[config.mk]
export PLATFORM = sky130hd
export DESIGN_NAME = rrec_top
export DESIGN_NICKNAME = d
export VERILOG_FILES = /design/src/rrec_pkg.sv /design/src/rrec_elastic_fifo.sv /design/src/rrec_sync.sv /design/src/rrec_top.sv
export SDC_FILE = /design/constraint.sdc
export NUM_CORES = 1
export LEC_CHECK = 0
export BUFFER_PORTS_ARGS = -buffer_cell sky130_fd_sc_hd__buf_2
export CELL_PAD_IN_SITES_DETAIL_PLACEMENT = 0
export CELL_PAD_IN_SITES_GLOBAL_PLACEMENT = 1
export CORE_AREA = 5 5 97 90
export DETAILED_ROUTE_END_ITERATION = 6
export DIE_AREA = 0 0 102 95
export GPL_TIMING_DRIVEN = 0
export HOLD_SLACK_MARGIN = 0.15
export PLACE_DENSITY_LB_ADDON = 0.3
export REMOVE_ABC_BUFFERS = 1
export SLEW_MARGIN = 10
export SYNTH_ARGS = -nofsm -noshare
export SYNTH_HDL_FRONTEND = slang
export SYNTH_SLANG_ARGS = --single-unit
[constraint.sdc]
create_clock -name mclk -period 5.4 [get_ports mclk]
set_input_delay 0.81 -clock mclk [delete_from_list [all_inputs] [get_ports mclk]]
set_output_delay 0.81 -clock mclk [all_outputs]
set_load 0.05 [all_outputs]
[src/rrec_pkg.sv]
/*
 * Shared constants for the reduced-interface receive path: register
 * offsets, field positions, reset values and elasticity tolerances.
 * Assumes a 16-bit management register space with 5-bit addresses.
 */
package rrec_pkg;

	// register offsets
	localparam logic [4:0] RREC_ADDR_CONFIG = 5'h17;
	localparam logic [4:0] RREC_ADDR_IRQ_MASK = 5'h1e;
	localparam logic [4:0] RREC_ADDR_IRQ_STATUS = 5'h1f;

	// field positions in the configuration register
	localparam int RREC_BIT_MODE = 5;
	localparam int RREC_BIT_LEGACY = 4;
	localparam int RREC_BIT_OVF = 3;
	localparam int RREC_BIT_UNF = 2;
	localparam int RREC_TOL_LSB = 0;

	// field positions in the interrupt status and mask registers
	localparam int RREC_IRQ_BIT_OVF = 1;
	localparam int RREC_IRQ_BIT_UNF = 0;

	// reset values
	localparam logic RREC_RST_LEGACY = 1'b0;
	localparam logic [1:0] RREC_RST_TOL = 2'h1;
	localparam logic [1:0] RREC_RST_IRQ_MASK = 2'h0;

	// tolerance codes and the bits each one absorbs per packet
	localparam logic [1:0] RREC_TOL_CODE_14 = 2'h0;
	localparam logic [1:0] RREC_TOL_CODE_2 = 2'h1;
	localparam logic [1:0] RREC_TOL_CODE_6 = 2'h2;
	localparam logic [1:0] RREC_TOL_CODE_10 = 2'h3;
	localparam int RREC_TOL_BITS_14 = 14;
	localparam int RREC_TOL_BITS_2 = 2;
	localparam int RREC_TOL_BITS_6 = 6;
	localparam int RREC_TOL_BITS_10 = 10;

	// nibble width in bits and buffer depth in nibbles
	localparam int RREC_NIB_BITS = 4;
	localparam int RREC_FIFO_DEPTH = 8;

endpackage

[src/rrec_elastic_fifo.sv]
/*
 * Nibble-wide elasticity buffer with valid/ready on both sides and a
 * fill level for the hold-back threshold.
 * Assumes DEPTH is a power of two and both sides share mclk.
 */
`timescale 1ns/100ps
module rrec_elastic_fifo import rrec_pkg::*; #(
	parameter int WIDTH = RREC_NIB_BITS,
	parameter int DEPTH = RREC_FIFO_DEPTH,
	parameter int AW = $clog2(DEPTH)
) (
	// clock and reset
	input wire logic mclk,
	input wire logic rstn,
	input wire logic flush,
	// fill side
	input wire logic wr_valid,
	output logic wr_ready,
	input wire logic [WIDTH-1:0] wr_data,
	// drain side
	output logic rd_valid,
	input wire logic rd_ready,
	output logic [WIDTH-1:0] rd_data,
	// occupancy
	output logic [AW:0] level
);

	logic [WIDTH-1:0] mem_q [DEPTH];
	logic [AW:0] wr_ptr_q;
	logic [AW:0] rd_ptr_q;
	logic do_wr;
	logic do_rd;

	// extra pointer bit tells full from empty
	assign level = wr_ptr_q - rd_ptr_q;
	assign wr_ready = (level != (AW+1)'(DEPTH));
	assign rd_valid = (level != '0);
	assign rd_data = mem_q[rd_ptr_q[AW-1:0]];
	assign do_wr = wr_valid && wr_ready;
	assign do_rd = rd_valid && rd_ready;

	// storage, written only when there is room
	always_ff @(posedge mclk) begin
		if (do_wr) begin
			mem_q[wr_ptr_q[AW-1:0]] <= wr_data;
		end
	end

	// pointers; flush drops leftovers between packets
	always_ff @(posedge mclk) begin
		if (!rstn || flush) begin
			wr_ptr_q <= '0;
			rd_ptr_q <= '0;
		end else begin
			if (do_wr) begin
				wr_ptr_q <= wr_ptr_q + 1'b1;
			end
			if (do_rd) begin
				rd_ptr_q <= rd_ptr_q + 1'b1;
			end
		end
	end

endmodule // rrec_elastic_fifo

[src/rrec_sync.sv]
/*
 * Two-flip-flop level synchroniser, one per bit.
 * Assumes the input comes from a pin or another clock; no reset so the
 * chain only ever carries what the pin shows.
 */
`timescale 1ns/100ps
module rrec_sync import rrec_pkg::*; #(
	parameter int WIDTH = 1
) (
	// clock
	input wire logic mclk,
	// asynchronous level in, synchronised level out
	input wire logic [WIDTH-1:0] async_in,
	output logic [WIDTH-1:0] sync_out
);

	logic [WIDTH-1:0] meta_q;

	// first stage feeds only the second stage
	always_ff @(posedge mclk) begin
		meta_q <= async_in;
		sync_out <= meta_q;
	end

endmodule // rrec_sync

[src/rrec_top.sv]
/*
 * Reduced-interface mode selection and receive elasticity control:
 * configuration register, strap capture, elasticity buffer drain with
 * carrier/data-valid shaping, overflow/underflow status and interrupt.
 * Assumes receive nibbles and dibit slot strobes come from logic on mclk,
 * the mode strap comes from a pin, and a simple register port master.
 */
// Notes on behaviour
// - bit 5 picks standard or reduced interface; strap reset.
// - standard mode bypasses the reduced-interface logic entirely.
// - bit 4 low: carrier/valid toggles at packet end.
// - bit 4 high: carrier/valid held until last data.
// - bit 3 reports overflow, read-only, resets low.
// - bit 2 reports underflow, read-only, resets low.
// - elasticity buffer absorbs reference versus recovered clock.
// - bits 1:0 choose 14, 2, 6 or 10 bit tolerance.
// - tolerance field resets to 01, the minimum.
// - bits 15:6 ignore writes and read zero.
`timescale 1ns/100ps
module rrec_top import rrec_pkg::*; #(
	parameter int DEPTH = RREC_FIFO_DEPTH
) (
	// clock and reset
	input wire logic mclk,
	input wire logic rstn,
	// strap pin, sampled while reset is held
	input wire logic strap_reduced_mode,
	// register port
	input wire logic [4:0] reg_addr,
	input wire logic [15:0] reg_wdata,
	input wire logic reg_wr,
	input wire logic reg_rd,
	output logic [15:0] reg_rdata,
	// recovered receive stream, one nibble per rx_nib_valid
	input wire logic [3:0] rx_nib,
	input wire logic rx_nib_valid,
	input wire logic rx_dv_in,
	input wire logic rx_crs_in,
	// dibit slot strobe from the reference clock timing
	input wire logic ref_tick,
	// toward the mac
	output logic [3:0] mac_rxd,
	output logic mac_rx_dv,
	output logic mac_crs_dv,
	output logic mac_crs,
	// interrupt
	output logic irq
);

	localparam int AW = $clog2(DEPTH);

	typedef enum logic [3:0] {
		RREC_IDLE = 4'h1,
		RREC_FILL = 4'h2,
		RREC_STREAM = 4'h4,
		RREC_DONE = 4'h8
	} rrec_state_type;

	rrec_state_type state_q;
	rrec_state_type state_d;

	// configuration and status
	logic mode_q;
	logic legacy_q;
	logic [1:0] tol_q;
	logic ovf_q;
	logic unf_q;
	logic [1:0] irq_mask_q;
	logic [1:0] irq_status_q;
	logic [15:0] rdata_d;

	// strap path
	logic strap_sync;

	// buffer wiring
	logic fifo_flush;
	logic fifo_wr_valid;
	logic fifo_wr_ready;
	logic fifo_rd_valid;
	logic fifo_rd_ready;
	logic [3:0] fifo_rd_data;
	logic [AW:0] fifo_level;
	logic [AW:0] hold_nibs;

	// drain bookkeeping
	logic phase_q;
	logic [1:0] high_dibit_q;
	logic tail_q;
	logic ovf_event;
	logic unf_event;
	logic cfg_wr;

	// strap pin enters through two flip-flops
	rrec_sync #(
		.WIDTH(1)
	) u_strap_sync (
		.mclk(mclk),
		.async_in(strap_reduced_mode),
		.sync_out(strap_sync)
	);

	// tolerance in bits turned into nibbles held before draining;
	// rounded up so a part nibble of drift still has room
	always_comb begin
		case (tol_q)
			RREC_TOL_CODE_14: hold_nibs = (AW+1)'((RREC_TOL_BITS_14 + 3) / RREC_NIB_BITS);
			RREC_TOL_CODE_2: hold_nibs = (AW+1)'((RREC_TOL_BITS_2 + 3) / RREC_NIB_BITS);
			RREC_TOL_CODE_6: hold_nibs = (AW+1)'((RREC_TOL_BITS_6 + 3) / RREC_NIB_BITS);
			RREC_TOL_CODE_10: hold_nibs = (AW+1)'((RREC_TOL_BITS_10 + 3) / RREC_NIB_BITS);
			default: hold_nibs = (AW+1)'(1);
		endcase
	end

	// writes into the buffer only in reduced mode
	assign fifo_wr_valid = mode_q && rx_nib_valid && rx_dv_in && (state_q != RREC_DONE);
	assign fifo_rd_ready = (state_q == RREC_STREAM) && ref_tick && !phase_q;
	// idle flush lets go as soon as data starts, so a nibble that
	// arrives with the first valid cycle is not thrown away
	assign fifo_flush = (state_q == RREC_IDLE && !rx_dv_in) || !mode_q;
	assign ovf_event = mode_q && rx_nib_valid && rx_dv_in && !fifo_wr_ready;
	// an empty slot counts as underflow only while input still runs
	assign unf_event = fifo_rd_ready && !fifo_rd_valid && !tail_q && rx_dv_in;
	assign cfg_wr = reg_wr && (reg_addr == RREC_ADDR_CONFIG);

	// elasticity buffer between recovered data and reference slots
	// depth must cover the largest hold-back plus the drift it absorbs
	rrec_elastic_fifo #(
		.WIDTH(RREC_NIB_BITS),
		.DEPTH(DEPTH),
		.AW(AW)
	) u_fifo (
		.mclk(mclk),
		.rstn(rstn),
		.flush(fifo_flush),
		.wr_valid(fifo_wr_valid),
		.wr_ready(fifo_wr_ready),
		.wr_data(rx_nib),
		.rd_valid(fifo_rd_valid),
		.rd_ready(fifo_rd_ready),
		.rd_data(fifo_rd_data),
		.level(fifo_level)
	);

	// packet sequencing on the drain side
	always_comb begin
		state_d = state_q;
		case (state_q)
			RREC_IDLE: begin
				if (mode_q && rx_dv_in) begin
					state_d = RREC_FILL;
				end
			end
			RREC_FILL: begin
				// hold back enough to ride out clock drift
				if (fifo_level >= hold_nibs || !rx_dv_in) begin
					state_d = RREC_STREAM;
				end
			end
			RREC_STREAM: begin
				// packet is over once input ended and buffer ran dry
				if (ref_tick && !phase_q && !fifo_rd_valid && tail_q) begin
					state_d = RREC_DONE;
				end
			end
			RREC_DONE: begin
				if (!rx_dv_in && !rx_crs_in) begin
					state_d = RREC_IDLE;
				end
			end
			default: state_d = RREC_IDLE;
		endcase
	end

	// state register; leaving reduced mode abandons any packet
	always_ff @(posedge mclk) begin
		if (!rstn || !mode_q) begin
			state_q <= RREC_IDLE;
		end else begin
			state_q <= state_d;
		end
	end

	// tail marks that the input side has finished the packet
	always_ff @(posedge mclk) begin
		if (!rstn || state_q == RREC_IDLE) begin
			tail_q <= 1'b0;
		end else if (!rx_dv_in) begin
			tail_q <= 1'b1;
		end
	end

	// dibit phase: low dibit on pop, high dibit one slot later
	always_ff @(posedge mclk) begin
		if (!rstn || state_q != RREC_STREAM) begin
			phase_q <= 1'b0;
			high_dibit_q <= 2'h0;
		end else if (ref_tick) begin
			phase_q <= !phase_q;
			if (!phase_q) begin
				high_dibit_q <= fifo_rd_valid ? fifo_rd_data[3:2] : 2'h0;
			end
		end
	end

	// mac-facing outputs, registered
	// standard mode pays one register stage so both paths share timing
	always_ff @(posedge mclk) begin
		if (!rstn) begin
			mac_rxd <= 4'h0;
			mac_rx_dv <= 1'b0;
			mac_crs_dv <= 1'b0;
			mac_crs <= 1'b0;
		end else if (!mode_q) begin
			// straight through, reduced logic has no say
			mac_rxd <= rx_nib;
			mac_rx_dv <= rx_dv_in;
			mac_crs_dv <= 1'b0;
			mac_crs <= rx_crs_in;
		end else begin
			mac_rx_dv <= 1'b0;
			mac_crs <= 1'b0;
			if (state_q == RREC_IDLE || state_q == RREC_DONE) begin
				mac_rxd <= 4'h0;
				// carrier seen before data: raise early, data slots follow
				mac_crs_dv <= (state_q == RREC_IDLE) && rx_crs_in;
			end else if (state_q == RREC_FILL) begin
				mac_rxd <= 4'h0;
				mac_crs_dv <= 1'b1;
			end else if (ref_tick) begin
				if (!phase_q) begin
					mac_rxd <= {2'h0, fifo_rd_valid ? fifo_rd_data[1:0] : 2'h0};
				end else begin
					mac_rxd <= {2'h0, high_dibit_q};
				end
				if (!phase_q && !fifo_rd_valid && tail_q) begin
					mac_crs_dv <= 1'b0;
				end else if (!rx_crs_in && !legacy_q) begin
					// carrier gone: high on first dibit, low on second
					mac_crs_dv <= !phase_q;
				end else begin
					// legacy behaviour holds steady to the last dibit
					mac_crs_dv <= 1'b1;
				end
			end
		end
	end

	// configuration bits; strap decides the mode at reset
	always_ff @(posedge mclk) begin
		if (!rstn) begin
			mode_q <= strap_sync;
			legacy_q <= RREC_RST_LEGACY;
			tol_q <= RREC_RST_TOL;
		end else if (cfg_wr) begin
			// upper bits are dropped, status bits are not writable
			mode_q <= reg_wdata[RREC_BIT_MODE];
			legacy_q <= reg_wdata[RREC_BIT_LEGACY];
			tol_q <= reg_wdata[RREC_TOL_LSB +: 2];
		end
	end

	// read-only status, sticky until reset
	// no clear path on purpose: software sees the worst case since reset
	always_ff @(posedge mclk) begin
		if (!rstn) begin
			ovf_q <= 1'b0;
			unf_q <= 1'b0;
		end else begin
			if (ovf_event) begin
				ovf_q <= 1'b1;
			end
			if (unf_event) begin
				unf_q <= 1'b1;
			end
		end
	end

	// interrupt mask
	always_ff @(posedge mclk) begin
		if (!rstn) begin
			irq_mask_q <= RREC_RST_IRQ_MASK;
		end else if (reg_wr && reg_addr == RREC_ADDR_IRQ_MASK) begin
			irq_mask_q <= reg_wdata[1:0];
		end
	end

	// interrupt status: write one clears, a fresh event wins
	// so an event that meets a clear in one cycle is never lost
	always_ff @(posedge mclk) begin
		if (!rstn) begin
			irq_status_q <= 2'h0;
		end else begin
			for (int i = 0; i < 2; i++) begin
				if ((i == RREC_IRQ_BIT_OVF && ovf_event) || (i == RREC_IRQ_BIT_UNF && unf_event)) begin
					irq_status_q[i] <= 1'b1;
				end else if (reg_wr && reg_addr == RREC_ADDR_IRQ_STATUS && reg_wdata[i]) begin
					irq_status_q[i] <= 1'b0;
				end
			end
		end
	end

	// level interrupt, one cycle behind the status bits
	always_ff @(posedge mclk) begin
		if (!rstn) begin
			irq <= 1'b0;
		end else begin
			irq <= |(irq_status_q & irq_mask_q);
		end
	end

	// read mux; unmapped addresses read zero
	always_comb begin
		rdata_d = 16'h0000;
		case (reg_addr)
			RREC_ADDR_CONFIG: begin
				rdata_d[RREC_BIT_MODE] = mode_q;
				rdata_d[RREC_BIT_LEGACY] = legacy_q;
				rdata_d[RREC_BIT_OVF] = ovf_q;
				rdata_d[RREC_BIT_UNF] = unf_q;
				rdata_d[RREC_TOL_LSB +: 2] = tol_q;
			end
			RREC_ADDR_IRQ_MASK: rdata_d[1:0] = irq_mask_q;
			RREC_ADDR_IRQ_STATUS: rdata_d[1:0] = irq_status_q;
			default: rdata_d = 16'h0000;
		endcase
	end

	// read data stands only in the cycle after the strobe
	// zeros outside the slot keep a shared read bus quiet
	always_ff @(posedge mclk) begin
		if (!rstn) begin
			reg_rdata <= 16'h0000;
		end else if (reg_rd) begin
			reg_rdata <= rdata_d;
		end else begin
			reg_rdata <= 16'h0000;
		end
	end

endmodule // rrec_top

==> results of run 1 <==
## worst register-to-register path: stages, from the launching register on
cell and delay, ns:
dfxtp_1 0.38, inv_1 0.14, ha_1 0.17, inv_1 0.06, fa_1 0.43, xor2_1 0.27
nor3b_2 0.11, a311o_1 0.35, nor3b_1 0.68
## cell type report
class	instances	area share, %
multi-input combinational	206	38.2
clock inverter	4	1.89
inverter	9	0.866
timing repair buffer	35	4.49
sequential	77	48.0
tap	99	3.17
clock buffer	12	3.46
## worst max path at each step
stage,startpoint,end,slack (ns),depth (start not counted)
global route,u_fifo.wr_ptr_q[0],flop,2.24,9
finish,u_fifo.wr_ptr_q[0],u_fifo.mem_q[6][3],2.44,8
detailed placement,u_fifo.wr_ptr_q[0],u_fifo.mem_q[6][1],2.39,8
global placement,u_fifo.wr_ptr_q[0],u_fifo.mem_q[6][0],2.48,8
floorplan,u_fifo.wr_ptr_q[0],u_fifo.mem_q[6][0],2.91,8
CTS,u_fifo.wr_ptr_q[0],u_fifo.mem_q[6][3],2.35,8
## cells in the mapped netlist, types with 2 or more instances
| cell | number |
|---|---|
| buf_2 | 4 |
| nand2_1 | 23 |
| nand4_1 | 2 |
| nor3b_1 | 6 |
| or4_1 | 2 |
| nor2b_1 | 6 |
| nor4b_1 | 2 |
| mux2i_1 | 11 |
| nand3_1 | 10 |
| or3_1 | 7 |
| inv_1 | 9 |
| nor4b_4 | 2 |
| o21a_1 | 4 |
| nor4_1 | 2 |
| ha_1 | 8 |
| xor2_1 | 4 |
| nor2_1 | 11 |
| a21boi_0 | 4 |
| clkbuf_1 | 6 |
| nand2b_1 | 11 |
| a41oi_1 | 2 |
| dfxtp_1 | 44 |
| a21o_1 | 3 |
| mux4_2 | 8 |
| xnor2_1 | 2 |
| edfxtp_1 | 33 |
| o21ai_0 | 17 |
| and2_1 | 6 |
| nand3b_1 | 2 |
| and3_1 | 2 |
| a21oi_1 | 14 |
| nor3_1 | 5 |
| buf_4 | 12 |
## layer usage
layer / global-route usage [%] / vias up / wire length (um)
li1: - / 1165 / -
met1: 22.5 / 1103 / 3440
met2: 22.5 / 42 / 3150
met3: 4.28 / 4 / 266
met4: 6.23 / 0 / 54
met5: 0 / - / 0
## cell families (layout without fill, tap and decap cells)
family                   after synthesis  count (layout)  synth area share, %
AND/OR/NAND/NOR                      106             106                 18.0
flip-flops                            77              77                 53.4
AO/OA/AOI/OAI                         55              55                 9.93
buffers and inverters                 32              60                 5.07
multiplexers                          20              20                 8.60
adder cells (fa/ha/maj)                9               9                 3.43
XOR/XNOR                               6               6                 1.50
other                                  1              10                0.107
## sequential cells by signal, summed over array words and instances, names as in the netlist, 2 cells and up, named ones only
| signal | cells |
|---|---|
| u_fifo.wr_ptr_q | 4 |
| reg_rdata | 6 |
| u_fifo.rd_ptr_q | 4 |
| tol_q | 2 |
| irq_mask_q | 2 |
| u_fifo.mem_q | 32 |
| irq_status_q | 2 |
| mac_rxd | 4 |
| state_q | 4 |
| high_dibit_q | 2 |
## power groups by stage
stage / sequential [uW] / clock [uW] / combinational (uW)
after floorplan: 642 / 0 / 42.0
after global routing: 622 / 509 / 85.6
after global placement: 634 / 0 / 77.9
after detailed placement: 634 / 0 / 78.3
after CTS: 620 / 476 / 78.6
final: 620 / 467 / 78.3
## through the flow
stage               hold slack, ns  instance area [um^2]  power, uW
floorplan                    0.310                  3390        684
global placement             0.310                  3690        712
detailed placement           0.316                  3690        712
CTS                          0.334                  3900       1180
global route                 0.337                  3900       1220
finish                       0.332                  3900       1170
==> summary.txt, run 1 <==
Status: finished clean
Top delay family on crit path: simple AND/OR/NAND/NOR gates
Switching Share: 23.1%
I/O Pins: 58
Util after Layout: 50.6%
Largest area contributor in the synthesized netlist: edfxtp_1
Vias in the first global route: 2261
RSZ-0062 raised after global routing: no
Gr ovfl total: 0
Power share of the combinational group: 6.7%
Multi-input logic area: 1490 um^2
DPL Wire Length: 5020 um
Synthesized area per cell: 11.5 um^2
Die W: 102 um
IO Port Bufs: 35
Rows: 31
Yosys cell types: 55
Maximum clock rate: 337 MHz
Hold Path End: u_strap_sync.sync_out
Most common cell after layout, fill and taps aside: dfxtp_1
Total GRT Usage: 15.7%
Max_slew headroom: 33.0%
Final Hold Fails: 0
Setup TNS Final: 0 ns
Actual slew at the worst max-slew pin: 0.995 ns
Die Ht: 95 um
Antenna diodes: 0
Initial antenna violation count: 0
Placer Congestion: 0.739
Clk buf depth: 2
Fin Clk Skew: 0.00753 ns
Worst flop-to-flop path endpoint: u_fifo.mem_q[6][3]
Final setup fails: 0
Period utilization: 54.9%
Share of cells above drive strength 1: 18.7%
Fin crit period: 2.96 ns
Yosys warning count: 0
Die area: 9690 um^2
FF+latch area: 1870 um^2
Area growth syn-to-layout: 11.4%
Critical Path AT: 2.94 ns
Worst reg2reg startpoint: u_fifo.wr_ptr_q[0]
Max Fanout on Critical Path: 7
# fillers: 715
Final Non-Filler Cells: 442
Max-capacitance violation count: 0
Placed cells: 426
Hold path cells: 0
Sequential area share after synthesis: 53.4%
Iteration count of the initial detailed-routing pass: 4
Most frequent cells in the layout: dfxtp_1, buf_2, edfxtp_1, nand2_1, o21ai_0
CTS tree: built
Avg WL per Cell: 15.6 um
Worst EP required: 5.38 ns
NumNets Final: 381
Hold_sp: u_strap_sync.meta_q
R2r setup slk: 2.44 ns
CP Class: reg2reg
Largest net degree at the start of global routing: 25
Crit path top cell by count: inv_1
Worst skew pair latency: 0.35 ns
Routed Antenna Nets: 0
Slowest cell delay on critical path: 0.68 ns
Clock Sinks: 77
Core ar.: 7720 um^2
Clock power share: 40.1%
Crit-path cells: inv_1 > ha_1 > inv_1 > fa_1 > xor2_1 > nor3b_2 > a311o_1 > nor3b_1
Critical Path Slowest Stage Cell: nor3b_1
HP Class: reg2reg
VDD IR max: 147 uV
CTS Root Cell: clkbuf_8
Number of enable flip-flop cells after synthesis: 33
Startpoint Class: flop
Routed vias: 2314
Worst r2r path cells: 8
Post-Synthesis Cells: 306
Number of synthesized register bits: 77
CP Buf/Inv Count: 2
First-pass GRT wire length: 11300 um
Starting Density: 45.4%
Clk pin slew, worst setup/hold paths: 0.07 ns
Setup ws final: 2.44 ns
Pwr/cell area: 299 nW/um^2
Asr flop ratio synth: 0%
Total length of routed wires: 6910 um
Pleak: 0.00139 uW
TritonCTS Buffers: 9
Sequential share of power: 53.2%
Endpoint class of the critical path: flop
Main synth FF type: dfxtp_1
Detailed-route DRC error count: 0
Share of the synthesized area in the top cell type: 28.3%
H-Tree Depth: 3
Post-Place Setup Slack: 2.39 ns
CTS Hold Bufs: 0
CTS resizes: 0
Power Internal: 897 uW
Post-Syn Area: 3500 um^2
Slew Viols, Final: 0
Net Sw Power: 270 uW
Top cells by area, synth: edfxtp_1, dfxtp_1, mux4_2
Vias per Instance: 5.24
Post-CTS setup buffer count: 0
Initial DRC Count: 139
No activity file was read; power rests on OpenSTA's default activity.
==> run 2, diff against run 1 <==
- CORE_AREA: 5 5 97 90 -> 5 5 101 93
- DIE_AREA: 0 0 102 95 -> 0 0 106 98
- clock period: 5.4 -> 3.05 ns (I/O delays scaled with it)
==> run 2 against run 1 <==
Net effect: via count fell by 0.22%; clock-buffer cell count down 3; final cell count rose by 0.68%; register-to-register slack lost 2.3 ns; sequential cell count did not move; hold slack got worse by 0.14 ns; critical path type unchanged; highest routed layer unchanged.
==> summary.txt, run 2 (same netlist as run 1, synthesis figures left out) <==
HP Class: in2reg
Share of cells above drive strength 1: 21.0% (+2.3 points)
Clk pin slew, worst setup/hold paths: 0.09 ns (+0.02 ns)
CTS Hold Bufs: 0 (unchanged)
Detailed-route DRC error count: 0 (unchanged)
TritonCTS Buffers: 9 (unchanged)
DPL Wire Length: 5000 um (-0.56%)
Util after Layout: 47.2% (-3.4 points)
Most common cell after layout, fill and taps aside: dfxtp_1
Die W: 106 um (+3.9%)
Setup TNS Final: 0 ns (unchanged)
Routed vias: 2309 (-0.22%)
VDD IR max: 233 uV (+59%)
Switching Share: 25.6% (+2.5 points)
Largest register FFs: 32 (unchanged)
Rows: 32 (+3.2%)
H-Tree Depth: 3 (unchanged)
Gr ovfl total: 0 (unchanged)
Power share of the combinational group: 6.8% (about the same)
Clk buf depth: 2 (unchanged)
Sequential share of power: 54.0% (+0.8 points)
Slew Viols, Final: 0 (unchanged)
Hold_sp: strap_reduced_mode
Initial antenna violation count: 0 (unchanged)
First-pass GRT wire length: 11000 um (-2.8%)
Fin Clk Skew: 0.0105 ns (+0.00299 ns)
Clock power share: 39.1% (-1.0 points)
RSZ-0062 raised after global routing: yes
Max-capacitance violation count: 0 (unchanged)
CTS tree: built
Worst EP required: 3.04 ns (-2.34 ns)
Startpoint Class: flop
Worst skew pair latency: 0.36 ns (about the same)
Die Ht: 98 um (+3.2%)
Die area: 10400 um^2 (+7.2%)
Worst setup path startpoint: u_fifo.wr_ptr_q[0]
Max_slew headroom: 41.7% (+8.6 points)
Status: finished clean
Endpoint class of the critical path: flop
Maximum clock rate: 348 MHz (+3.3%)
Pwr/cell area: 518 nW/um^2 (+73%)
Final Hold Fails: 0 (unchanged)
Total length of routed wires: 6890 um (-0.30%)
Pleak: 0.00139 uW (about the same)
Post-CTS setup buffer count: 0 (unchanged)
Vias in the first global route: 2195 (-2.9%)
Actual slew at the worst max-slew pin: 0.873 ns (-0.122 ns)
Placer Congestion: 0.737 (-0.26%)
Avg WL per Cell: 15.5 um (-0.98%)
Largest net degree at the start of global routing: 25 (unchanged)
Power Internal: 1510 uW (+69%)
NumNets Final: 381 (unchanged)
Critical Path AT: 2.86 ns (-0.08 ns)
Final setup fails: 0 (unchanged)
Fin crit period: 2.87 ns (-0.0942 ns)
Iteration count of the initial detailed-routing pass: 6 (+2)
Vias per Instance: 5.19 (-0.89%)
IO Port Bufs: 35 (unchanged)
Max Fanout on Critical Path: 7 (unchanged)
I/O Pins: 58 (unchanged)
Antenna diodes: 0 (unchanged)
Period utilization: 94.1% (+39 points)
Area growth syn-to-layout: 12.1%
CTS Root Cell: clkbuf_8
Core ar.: 8330 um^2 (+7.9%)
Net Sw Power: 521 uW (+93%)
Starting Density: 42.1% (-3.3 points)
Worst reg2reg startpoint: u_fifo.wr_ptr_q[0]
Clock Sinks: 77 (unchanged)
CP Class: reg2reg
Total GRT Usage: 13.7% (-2.0 points)
Most frequent cells in the layout: dfxtp_1, buf_2, edfxtp_1, nand2_1, o21ai_0
Initial DRC Count: 78 (-44%)
Routed Antenna Nets: 0 (unchanged)
run 2: cell types whose count changed in the layout (fill, tap and decap cells not counted), sizes merged:
cell / previous run / this run
bufinv: 2 / 1
clkbuf: 12 / 9
clkinv: 2 / 1
clkinvlp: 0 / 2
inv: 9 / 12
run 2: worst max-delay path, cell delays in order, from the launching register on:
cell	delay [ns]
dfxtp_1	0.41
inv_1	0.17
ha_1	0.18
inv_1	0.06
fa_1	0.42
xor2_1	0.25
nor3b_2	0.11
a311o_1	0.37
nor3_1	0.55
run 2: path summary, 6_finish.rpt:
| kind | slack [ns] | cells after the start | to |
|---|---|---|---|
| min reg2reg | 0.34 | 0 | u_strap_sync.sync_out |
| max reg2reg | 0.18 | 8 | u_fifo.mem_q[5][2] |
| min | 0.20 | 1 | u_strap_sync.meta_q |
| max | 0.18 | 8 | u_fifo.mem_q[5][2] |
run 2: timing repair:
item | CTS | global route
gates cloned | 0 | 0
resized for setup | 1 | 4
setup endpoints to repair | 4 | 20
run 2: power by group through the flow:
stage / clock network, uW / registers, uW / logic, uW
finish: 796 / 1100 / 139
global route: 857 / 1100 / 153
CTS: 811 / 1100 / 140
detailed placement: 0 / 1120 / 139
global placement: 0 / 1120 / 138
floorplan: 0 / 1140 / 74.4
run 2: cell type report:
cell class	count	area, um^2
inverters	9	33.8
repair buffers	35	175
clock buffers	9	124
flip-flops and latches	77	1870
multi-input cells	206	1520
well taps	102	128
clock inverters	7	80.1
fillers	764	4400
run 2: through the flow:
| step | hold slack [ns] | instance area [um^2] | cells | worst slack (ns) | power [uW] |
|---|---|---|---|---|---|
| after floorplan | 0.310 | 3390 | 292 | 0.565 | 1210 |
| after global placement | 0.311 | 3700 | 429 | 0.119 | 1260 |
| after detailed placement | 0.316 | 3700 | 429 | 0.0565 | 1260 |
| after CTS | 0.185 | 3910 | 445 | 0.0277 | 2050 |
| after global routing | 0.187 | 3930 | 445 | -0.0242 | 2110 |
| final | 0.196 | 3930 | 445 | 0.180 | 2030 |
run 2: layer usage:
layer  vias to the layer above  part of all wire, %  global-route usage [%]
li1                       1161                    -                       -
met1                      1099                   49                    18.9
met2                        40                   46                    20.4
met3                         9                  4.1                    4.43
met4                         0                  1.2                    4.78
met5                         -                    0                       0
